--- src/verilog/ccmc_pkg.sv ---
// Constants and types shared by the capture/compare mode control block.
package ccmc_pkg;

  // ----------------------------------------------------------------
  // Structure
  // ----------------------------------------------------------------
  localparam int NUNIT = 2;

  // ----------------------------------------------------------------
  // Register byte offsets
  // ----------------------------------------------------------------
  localparam logic [7:0] ADR_ENH_CTRL = 8'h00;
  localparam logic [7:0] ADR_SEC_CTRL = 8'h04;
  localparam logic [7:0] ADR_ENH_VAL = 8'h08;
  localparam logic [7:0] ADR_SEC_VAL = 8'h0c;
  localparam logic [7:0] ADR_IRQ_STAT = 8'h10;
  localparam logic [7:0] ADR_IRQ_CLR = 8'h14;
  localparam logic [7:0] ADR_IRQ_EN = 8'h18;

  // ----------------------------------------------------------------
  // Reset values and masks
  // ----------------------------------------------------------------
  localparam logic [7:0] CTRL_RST = 8'h00;
  localparam logic [7:0] SEC_CTRL_MASK = 8'h3f;
  localparam logic [15:0] VAL_RST = 16'h0000;
  localparam logic [1:0] FLAG_RST = 2'h0;

  // ----------------------------------------------------------------
  // Mode codes
  // ----------------------------------------------------------------
  localparam logic [3:0] MODE_OFF = 4'h0;
  localparam logic [3:0] MODE_TOGGLE = 4'h2;
  localparam logic [3:0] MODE_CAP_FALL = 4'h4;
  localparam logic [3:0] MODE_CAP_RISE = 4'h5;
  localparam logic [3:0] MODE_CAP_4 = 4'h6;
  localparam logic [3:0] MODE_CAP_16 = 4'h7;
  localparam logic [3:0] MODE_SET = 4'h8;
  localparam logic [3:0] MODE_CLEAR = 4'h9;
  localparam logic [3:0] MODE_SWI = 4'ha;
  localparam logic [3:0] MODE_SPECIAL = 4'hb;
  localparam logic [1:0] GRP_CAPTURE = 2'h1;
  localparam logic [1:0] GRP_COMPARE = 2'h2;
  localparam logic [1:0] GRP_PWM = 2'h3;

  // ----------------------------------------------------------------
  // Output configuration codes and prescaler terminal counts
  // ----------------------------------------------------------------
  localparam logic [1:0] CFG_SINGLE = 2'h0;
  localparam logic [1:0] CFG_FULL_FWD = 2'h1;
  localparam logic [1:0] CFG_HALF = 2'h2;
  localparam logic [1:0] CFG_FULL_REV = 2'h3;
  localparam logic [3:0] PRE4_LAST = 4'h3;
  localparam logic [3:0] PRE16_LAST = 4'hf;
  localparam logic [1:0] PRE4_MASK_LAST = 2'h3;

  // ----------------------------------------------------------------
  // Carriers
  // ----------------------------------------------------------------
  typedef struct packed {
    logic [1:0] output_config_field;
    logic [1:0] duty_low_bits;
    logic [3:0] mode_select_field;
  } ccmc_ctrl_t;

  typedef struct packed {
    logic [9:0] base;
    logic period;
  } ccmc_pwm_base_t;

endpackage : ccmc_pkg

--- src/verilog/ccmc_top.sv ---
// Capture/compare mode control for two event units with a Wishbone slave.
//
// Operation
// - Mode 0000 turns the unit off and returns its state to reset.
// - Codes 0100..0111 capture on falling, rising, 4th or 16th rising edge.
// - Mode 1000 sets, 1001 clears the compare output on match; flag set.
// - First unit 0010 toggles output on match; second unit 0001..0011 reserved.
// - Mode 1010 only sets the flag on match; pin untouched.
// - Mode 1011 sets flag, resets timer, starts conversion if enabled.
// - First unit 11xx is pulse-width with A/C and B/D polarity; second unit 11xx is pulse-width on its one pin without polarity.
// - Outside pulse-width mode A is the unit pin; B, C, D are port pins.
// - Output configuration: single, full forward, half bridge, full reverse.
// - Control bits 5:4 are the low two bits of the 10-bit duty value.
// - A capture event copies the 16-bit timer into the capture pair.
// - Each capture sets the flag; only software clears it.
// - A newer capture overwrites the stored value with no overrun flag.
// - Pin should be input; a port-driven level change still counts as an event.
// - Prescaler clears when off, outside capture mode or on reset.
// - Special trigger asserts at match; timer reset at next timer clock edge.
// - Clearing the control register forces the compare latch low.
//
// Decided for this implementation: register access over Wishbone and the address map.
`timescale 1ns/10ps
module ccmc_top (
  // Clock and reset
  input wire logic clk_i,
  input wire logic rst_i,
  // Wishbone slave
  input wire logic wb_cyc_i,
  input wire logic wb_stb_i,
  input wire logic wb_we_i,
  input wire logic [7:0] wb_adr_i,
  input wire logic [3:0] wb_sel_i,
  input wire logic [31:0] wb_dat_i,
  output logic [31:0] wb_dat_o,
  output logic wb_ack_o,
  // Timer one and converter
  input wire logic [15:0] timer_one_count_i,
  output logic timer_reset_o,
  input wire logic adc_enable_i,
  output logic adc_start_o,
  // Pulse-width time base
  input wire ccmc_pkg::ccmc_pwm_base_t pwm_base_i,
  // First unit pins, vector order is {d, c, b, a}
  input wire logic output_a_i,
  output logic [3:0] enh_out_o,
  output logic [3:0] enh_oe_o,
  // Second unit pin
  input wire logic unit_pin_i,
  output logic unit_pin_o,
  output logic unit_pin_oe_o,
  // Interrupt
  output logic irq_o
);
  import ccmc_pkg::*;

  // ----------------------------------------------------------------
  // Bus slave
  // ----------------------------------------------------------------
  // Each register is one 32-bit word with its contents in the low bits.
  // The second control word reads bits 7:6 as zero, the status word is
  // read only and the clear word is write only, where a one clears a flag.
  // Unmapped addresses are acknowledged, read as zero and ignore writes.
  // Every access has one wait state: the request is registered on the
  // first edge and answered on the next, so ack never stands two cycles.
  logic ack_reg;
  logic [31:0] dat_reg;
  logic bus_req;
  logic bus_wr;
  logic [31:0] rdata;

  ccmc_ctrl_t ctrl_reg [NUNIT];
  logic [15:0] val_reg [NUNIT];
  logic [1:0] flag_reg;
  logic [1:0] irq_en_reg;
  logic [1:0] flag_set;
  logic [1:0] flag_clr;
  logic [1:0] val_wr [NUNIT];
  logic [1:0] special;

  assign bus_req = wb_cyc_i & wb_stb_i;
  // A write lands on the same edge at which the master sees ack.
  assign bus_wr = bus_req & wb_we_i & ack_reg;
  assign wb_ack_o = ack_reg;
  assign wb_dat_o = dat_reg;

  always_ff @(posedge clk_i) begin
    if (rst_i) begin
      ack_reg <= 1'b0;
    end else begin
      ack_reg <= bus_req & ~ack_reg;
    end
  end

  always_comb begin
    rdata = 32'h0000_0000;
    unique case (wb_adr_i)
      ADR_ENH_CTRL: rdata[7:0] = ctrl_reg[0];
      ADR_SEC_CTRL: rdata[7:0] = ctrl_reg[1] & SEC_CTRL_MASK;
      ADR_ENH_VAL: rdata[15:0] = val_reg[0];
      ADR_SEC_VAL: rdata[15:0] = val_reg[1];
      ADR_IRQ_STAT: rdata[1:0] = flag_reg;
      ADR_IRQ_EN: rdata[1:0] = irq_en_reg;
      default: rdata = 32'h0000_0000;
    endcase
  end

  // Read data is taken when the request is first seen and held through
  // the acknowledge cycle, so the master samples a settled word.
  always_ff @(posedge clk_i) begin
    if (rst_i) begin
      dat_reg <= 32'h0000_0000;
    end else if (bus_req & ~ack_reg) begin
      dat_reg <= rdata;
    end
  end

  // ----------------------------------------------------------------
  // Control registers
  // ----------------------------------------------------------------
  // Control, enable and clear writes use byte lane 0 only.
  always_ff @(posedge clk_i) begin
    if (rst_i) begin
      ctrl_reg[0] <= CTRL_RST;
      ctrl_reg[1] <= CTRL_RST;
    end else if (bus_wr & wb_sel_i[0]) begin
      if (wb_adr_i == ADR_ENH_CTRL) begin
        ctrl_reg[0] <= wb_dat_i[7:0];
      end
      if (wb_adr_i == ADR_SEC_CTRL) begin
        ctrl_reg[1] <= wb_dat_i[7:0] & SEC_CTRL_MASK;
      end
    end
  end

  always_ff @(posedge clk_i) begin
    if (rst_i) begin
      irq_en_reg <= FLAG_RST;
    end else if (bus_wr & wb_sel_i[0] & (wb_adr_i == ADR_IRQ_EN)) begin
      irq_en_reg <= wb_dat_i[1:0];
    end
  end

  assign val_wr[0] = (bus_wr & (wb_adr_i == ADR_ENH_VAL)) ? wb_sel_i[1:0] : 2'h0;
  assign val_wr[1] = (bus_wr & (wb_adr_i == ADR_SEC_VAL)) ? wb_sel_i[1:0] : 2'h0;

  // ----------------------------------------------------------------
  // Interrupt flags
  // ----------------------------------------------------------------
  // The set term wins over a clear in the same cycle so no event is lost.
  assign flag_clr = (bus_wr & wb_sel_i[0] & (wb_adr_i == ADR_IRQ_CLR)) ? wb_dat_i[1:0] : 2'h0;

  always_ff @(posedge clk_i) begin
    if (rst_i) begin
      flag_reg <= FLAG_RST;
    end else begin
      flag_reg <= (flag_reg & ~flag_clr) | flag_set;
    end
  end

  // The interrupt is a level so that a flag left set keeps asking.
  assign irq_o = |(flag_reg & irq_en_reg);

  // ----------------------------------------------------------------
  // Timer reset and conversion start
  // ----------------------------------------------------------------
  // The external timer acts on this at its next own clock edge.
  // A trigger from either unit resets the shared timer.
  assign timer_reset_o = |special;
  assign adc_start_o = timer_reset_o & adc_enable_i;

  // ----------------------------------------------------------------
  // Per-unit event logic
  // ----------------------------------------------------------------
  logic [3:0] out_reg [NUNIT];
  logic [3:0] oe_reg [NUNIT];

  generate
    for (genvar u = 0; u < NUNIT; u++) begin : g_unit
      logic pin_raw;
      logic sync1_reg;
      logic sync2_reg;
      logic sync3_reg;
      logic rise;
      logic fall;
      logic [3:0] mode;
      logic is_off;
      logic is_cap;
      logic is_pwm;
      logic is_drive;
      logic is_cmp;
      logic [3:0] pre_reg;
      logic cap_evt;
      logic match;
      logic match_q_reg;
      logic match_evt;
      logic latch_reg;
      logic [9:0] duty_reg;
      logic level_reg;
      logic [9:0] duty_new;
      logic [3:0] act;
      logic [3:0] pol;
      logic [3:0] out_next;
      logic [3:0] oe_next;

      assign pin_raw = (u == 0) ? output_a_i : unit_pin_i;
      assign mode = ctrl_reg[u].mode_select_field;
      assign is_off = (mode == MODE_OFF);
      assign is_cap = (mode[3:2] == GRP_CAPTURE);
      assign is_pwm = (mode[3:2] == GRP_PWM);
      assign is_drive = (mode == MODE_SET) | (mode == MODE_CLEAR) |
                        ((u == 0) & (mode == MODE_TOGGLE));
      assign is_cmp = (mode[3:2] == GRP_COMPARE) | ((u == 0) & (mode == MODE_TOGGLE));

      // The pad level is sampled whoever drives it, so a port write that
      // moves an output-configured pin is seen as an edge here.
      // The synchroniser runs in every mode so that turning a unit on with
      // the pin already high cannot show a false first edge.
      always_ff @(posedge clk_i) begin
        if (rst_i) begin
          sync1_reg <= 1'b0;
          sync2_reg <= 1'b0;
          sync3_reg <= 1'b0;
        end else begin
          sync1_reg <= pin_raw;
          sync2_reg <= sync1_reg;
          sync3_reg <= sync2_reg;
        end
      end

      assign rise = sync2_reg & ~sync3_reg;
      assign fall = ~sync2_reg & sync3_reg;

      // Switching between prescale codes keeps the count, which can give
      // one early capture; software turns the unit off first to avoid it.
      always_ff @(posedge clk_i) begin
        if (rst_i | ~is_cap) begin
          pre_reg <= 4'h0;
        end else if (rise & ((mode == MODE_CAP_4) | (mode == MODE_CAP_16))) begin
          pre_reg <= pre_reg + 4'h1;
        end
      end

      assign cap_evt = ((mode == MODE_CAP_FALL) & fall) |
                       ((mode == MODE_CAP_RISE) & rise) |
                       ((mode == MODE_CAP_4) & rise & (pre_reg[1:0] == PRE4_MASK_LAST)) |
                       ((mode == MODE_CAP_16) & rise & (pre_reg == PRE16_LAST));

      // Only the first cycle of a match is an event; a timer that rests on
      // the compare value must not raise the flag again every cycle.
      assign match = (timer_one_count_i == val_reg[u]);
      assign match_evt = is_cmp & match & ~match_q_reg;
      assign special[u] = (mode == MODE_SPECIAL) & match;

      always_ff @(posedge clk_i) begin
        if (rst_i | ~is_cmp) begin
          match_q_reg <= 1'b0;
        end else begin
          match_q_reg <= match;
        end
      end

      // All compare actions and every capture raise the unit flag.
      assign flag_set[u] = cap_evt | match_evt;

      // Capture has priority over a bus write in the same cycle.
      // The high byte is read only while the unit runs pulse-width mode.
      always_ff @(posedge clk_i) begin
        if (rst_i) begin
          val_reg[u] <= VAL_RST;
        end else if (cap_evt) begin
          val_reg[u] <= timer_one_count_i;
        end else begin
          if (val_wr[u][0]) begin
            val_reg[u][7:0] <= wb_dat_i[7:0];
          end
          if (val_wr[u][1] & ~is_pwm) begin
            val_reg[u][15:8] <= wb_dat_i[15:8];
          end
        end
      end

      // The compare latch is separate from any port data latch and idles low.
      always_ff @(posedge clk_i) begin
        if (rst_i | (ctrl_reg[u] == CTRL_RST) | is_off) begin
          latch_reg <= 1'b0;
        end else if (match_evt) begin
          if (mode == MODE_SET) begin
            latch_reg <= 1'b1;
          end else if (mode == MODE_CLEAR) begin
            latch_reg <= 1'b0;
          end else if (mode == MODE_TOGGLE) begin
            latch_reg <= ~latch_reg;
          end
        end
      end

      // Duty is double buffered: the new value only takes hold at a period
      // start, which keeps the output free of runt pulses.
      assign duty_new = {val_reg[u][7:0], ctrl_reg[u].duty_low_bits};

      always_ff @(posedge clk_i) begin
        if (rst_i | ~is_pwm) begin
          duty_reg <= 10'h000;
          level_reg <= 1'b0;
        end else if (pwm_base_i.period) begin
          duty_reg <= duty_new;
          level_reg <= (duty_new != 10'h000);
        end else if (pwm_base_i.base == duty_reg) begin
          level_reg <= 1'b0;
        end
      end

      // Half bridge drives B as the complement of A; dead-band delay is
      // left to the pad stage since no delay setting is held here.
      // Mode bit 1 inverts A and C, mode bit 0 inverts B and D.
      assign pol = {mode[0], mode[1], mode[0], mode[1]};

      always_comb begin
        act = 4'h0;
        oe_next = 4'h0;
        if (is_pwm & (u == 0)) begin
          unique case (ctrl_reg[u].output_config_field)
            CFG_SINGLE: begin
              act = {3'h0, level_reg};
              oe_next = 4'h1;
            end
            CFG_FULL_FWD: begin
              act = {level_reg, 2'h0, 1'b1};
              oe_next = 4'hf;
            end
            CFG_HALF: begin
              act = {2'h0, ~level_reg, level_reg};
              oe_next = 4'h3;
            end
            CFG_FULL_REV: begin
              act = {1'b0, 1'b1, level_reg, 1'b0};
              oe_next = 4'hf;
            end
          endcase
          out_next = (act ^ pol) & oe_next;
        end else if (is_pwm) begin
          out_next = {3'h0, level_reg};
          oe_next = 4'h1;
        end else begin
          // Only pin A belongs to the unit; modes 1010 and 1011 leave it free.
          out_next = {3'h0, latch_reg & is_drive};
          oe_next = {3'h0, is_drive};
        end
      end

      always_ff @(posedge clk_i) begin
        if (rst_i) begin
          out_reg[u] <= 4'h0;
          oe_reg[u] <= 4'h0;
        end else begin
          out_reg[u] <= out_next;
          oe_reg[u] <= oe_next;
        end
      end
    end
  endgenerate

  // ----------------------------------------------------------------
  // Pin outputs
  // ----------------------------------------------------------------
  // Only bit 0 of the second unit's output set reaches a pin; its other
  // bits stay zero because that unit has a single pin.
  assign enh_out_o = out_reg[0];
  assign enh_oe_o = oe_reg[0];
  assign unit_pin_o = out_reg[1][0];
  assign unit_pin_oe_o = oe_reg[1][0];

endmodule : ccmc_top
--- config.mk ---
export PLATFORM = sky130hd
export DESIGN_NAME = ccmc_top
export DESIGN_NICKNAME = d
export VERILOG_FILES = /design/src/verilog/ccmc_pkg.sv /design/src/verilog/ccmc_top.sv
export SDC_FILE = /design/constraint.sdc
export NUM_CORES = 1
export LEC_CHECK = 0
export BUFFER_PORTS_ARGS = -buffer_cell sky130_fd_sc_hd__buf_4
export CORE_MARGIN = 1
export CORE_UTILIZATION = 50
export DETAILED_ROUTE_END_ITERATION = 8
export PLACE_DENSITY_LB_ADDON = 0.05
export SETUP_SLACK_MARGIN = 0.4
export SLEW_MARGIN = 5
export SYNTH_ARGS = -nofsm -noshare
export SYNTH_HDL_FRONTEND = slang
export SYNTH_SLANG_ARGS = --single-unit
--- constraint.sdc ---
create_clock -name clk_i -period 2.4 [get_ports clk_i]
set_input_delay 0.24 -clock clk_i [delete_from_list [all_inputs] [get_ports clk_i]]
set_output_delay 0.24 -clock clk_i [all_outputs]
set_load 0.02 [all_outputs]
==> PnR_summary.wiki <==
{| class="wikitable"
! Metric !! Value
|-
| Result of the run || finished with violations
|-
| Violations in the final reports || negative setup slack
|-
| Number of nets still failing antenna checks after routing || 0
|-
| Worst vdd ir || 0.000487 V
|-
| Largest family of logic cells by synthesized area || simple AND/OR/NAND/NOR gates
|-
| Arrival time of the worst setup path || 2200 ps
|-
| Half-perimeter wire length after detailed placement || 11600 um
|-
| Final worst slack || -40.2 ps
|-
| Hold/Removal Path Class || in -> reg
|-
| Number of global-route vias before repair || 4847
|-
| Commonest register cell after synthesis || dfxtp_1
|-
| Max stage delay on crit path || 400 ps
|-
| Source-to-sink clock delay at the later pin of the worst-skew pair || 420 ps
|-
| Reg clk slew, reported paths || 50 ps
|-
| Vias per std cell || 5.79
|-
| Filler Cell Count || 946
|-
| #FFs+latches synth || 116
|-
| Maximum fanout encountered on the critical timing path || 2
|-
| Worst reg2reg path depth || 6
|-
| Destination of the worst register-to-register timing path || g_unit[1].latch_reg$_SDFFE_PP0P_
|-
| Wire length reported by the detailed router || 16100 um
|-
| End point of the most critical hold path || g_unit[1].sync1_reg$_SDFF_PP0_
|-
| Height of the die || 111 um
|-
| Gp weighted congestion || 0.877
|-
| Finish-stage setup viols || 1
|-
| Sinks on Clock Net || 116
|-
| Clk buf depth || 2
|-
| Tot GR Track Use || 27.0%
|-
| Worst Setup Path Type || reg -> out
|-
| Worst-path cell with the longest stage delay || edfxtp_1
|-
| TritonCTS Buffers || 17
|-
| Share of cells above drive strength 1 || 26.9%
|-
| Count of flip-flops with a built-in enable after synthesis || 46
|-
| Crit path buf inv count || 1
|-
| Top post-synthesis cells by count || 70 x dfxtp_1, 66 x nor2_1, 48 x xor2_1, 46 x edfxtp_1, 37 x nand2_1
|-
| Adder and majority gate portion of the synthesized area || 0.423%
|-
| Proportion of synthesized flip-flops having asynchronous set or reset || 0%
|-
| Sequential-to-total area share from yosys stat || 47.0%
|-
| Reg2Reg Setup Slack || 300 ps
|-
| Final worst path period share || 102%
|-
| First-pass GRT wire length || 25400 um
|-
| Multiplexer share of the synthesized area || 5.84%
|-
| DRC viols || 0
|-
| Max-capacitance violation count || 0
|-
| Most repeated cell in the gate-level netlist after synthesis || dfxtp_1
|-
| Sum of overflow across all layers after global routing || 0
|-
| Most area-hungry cell type in the Yosys netlist || dfxtp_1
|-
| Worst Setup End Kind || primary output
|-
| Post-synthesis to final-layout area growth || 28.0%
|-
| Top-Level Pins || 125
|-
| Yosys cell types || 54
|-
| P_leak || 3.05 nW
|-
| PwrDens || 667 nW/um2
|-
| Post-Syn Instances || 605
|-
| Area fraction in and, or, nand and nor cells after synthesis || 20.2%
|-
| Num rows || 39
|-
| Root cell of the clock tree || clkbuf_16
|-
| CTS tree || built
|-
| Xor and xnor area share after synthesis || 9.18%
|-
| Cell count of the worst hold path || 2
|-
| Least-Margin Pin Slew || 518 ps
|-
| Pin count of the biggest net entering global routing || 42
|-
| Die area || 12300 um2
|-
| Launch point of the worst reg-to-reg path || val_reg[1][13]$_SDFFCE_PN0P_
|-
| Number of flip-flops under the largest register name || 32
|-
| Synth Area in Compound Gates || 11.9%
|-
| DR WL/cell || 18.3 um
|-
| Number of I/O port buffers || 90
|-
| Warnings, synthesis || 0
|-
| Syn avg cell area || 9.78 um2
|-
| Top cell type's share of synthesized area || 23.7%
|-
| Number of nets in the layout || 801
|-
| Core box area || 11500 um2
|-
| Final max-slew violation count || 0
|-
| Worst min-delay path startpoint || unit_pin_i
|-
| Fmax || 410 MHz
|-
| Setup repair after global routing missed its margin || true
|-
| Final Hold Fails || 0
|-
| Number of antenna violations at the first check in global routing || 0
|-
| Post-layout minimum cycle time || 2440 ps
|-
| CP required || 2160 ps
|-
| Maximum level of the CTS H-tree || 4
|-
| Horizontal die dimension || 111 um
|-
| Top cells by area in the synthesized netlist || dfxtp_1 24%, edfxtp_1 23%, xor2_1 7.1%, mux2i_1 5.1%, nor2_1 4.2%
|-
| Worst slack on hold paths || 33.8 ps
|-
| Critical path, cell by cell || xor2_1 > nor4_1 > nand4_1 > o32ai_2 > and2_1 > buf_6
|-
| Total negative slack for setup checks || -40.2 ps
|-
| Combined area of all synthesized cells || 5910 um2
|-
| Maximum clock skew at final layout || 7.60 ps
|-
| Antenna fix cells || 0
|-
| First-pass DRT Iterations || 5
|-
| Relative max-transition margin || 65.5%
|-
| Worst slack at placement || -12.2 ps
|-
| Initial standard-cell utilization of the core || 51.6%
|-
| Initial DRC count || 388
|-
| Via count of the routed design || 5076
|-
| Kind of cell adding the most delay to the critical path || simple AND/OR/NAND/NOR gates
|-
| Crit path launch type || flip-flop
|}
metrics by stage:
step	util [%]	std cells	power [mW]	instance area, um2
after CTS	65.1	870	5.06	7470
final	66.0	876	5.05	7570
after detailed placement	58.7	821	2.61	6730
after global placement	58.7	821	2.60	6730
after global routing	66.0	876	5.20	7570
after floorplan	-	620	2.42	5990
power by group:
| group | total [mW] | internal [mW] | switching [mW] |
|---|---|---|---|
| sequential | 2.13 | 2.09 | 0.0375 |
| combinational | 0.473 | 0.200 | 0.273 |
| clock | 2.45 | 1.57 | 0.873 |
worst max path at each step:
stage                                       startpoint  cells after the start                            to
after floorplan                            wb_adr_i[1]                      5  val_reg[1][10]$_SDFFCE_PN0P_
after global placement        ctrl_reg[0][3]$_DFFE_PP_                      5       val_reg[0][3]$_DFFE_PP_
after detailed placement      ctrl_reg[0][3]$_DFFE_PP_                      5       val_reg[0][3]$_DFFE_PP_
after CTS                  val_reg[1][6]$_SDFFCE_PN0P_                      6                   adc_start_o
after global routing       val_reg[1][1]$_SDFFCE_PN0P_                      6                   adc_start_o
final                     val_reg[1][13]$_SDFFCE_PN0P_                      6                   adc_start_o
layout by cell type (no fill, tap or decap), types with 10 or more instances in the layout:
master,Yosys,final
a21oi_1,29,28
a221oi_1,13,12
a22o_1,17,17
and2_1,11,11
buf_4,17,134
clkbuf_16,0,18
conb_1,1,16
dfxtp_1,70,70
edfxtp_1,46,46
mux2i_1,30,30
nand2_1,37,35
nand3_1,22,21
nand4_1,10,10
nor2_1,66,65
nor2b_1,13,11
nor3_1,16,15
nor4_1,16,14
o21ai_0,12,12
xnor2_1,14,14
xor2_1,48,47
metal layers:
metal  global-route usage (%)  routed length (um)  vias to the layer above
li1                         -                   -                     2382
met1                     35.4                6990                     2446
met2                     43.5                7550                      221
met3                     5.74                1180                       27
met4                     10.8                 334                        0
met5                        0                   0                        -
kinds of logic (layout without fill, tap and decap cells):
logic type | after synthesis | in the layout
fa+ha+maj | 2 | 2
simple gates | 227 | 227
xor+xnor | 62 | 62
compound gates | 100 | 100
mux | 34 | 34
other cells | 1 | 16
buf+inv | 63 | 176
flops | 116 | 116
timing repair:
item / CTS / global route
hold buffers: 0 / 0
pin swaps: 10 / 11
setup endpoints to repair: 45 / 64
buffers inserted: 17 / 6
resized for setup: 9 / 10
endpoints found under the hold margin: 0 / 0
area by class of cell:
type                       instances  area (um2)  area share [%]
clock buffer                      22         465            6.15
multi-input combinational        441        2990            39.5
tap                              143         179            2.36
timing repair buffer             135        1020            13.4
sequential                       116        2780            36.8
inverter                           9        33.8           0.446
clock inverter                    10         105            1.39
Note: power is estimated with default switching activity, not from simulation.
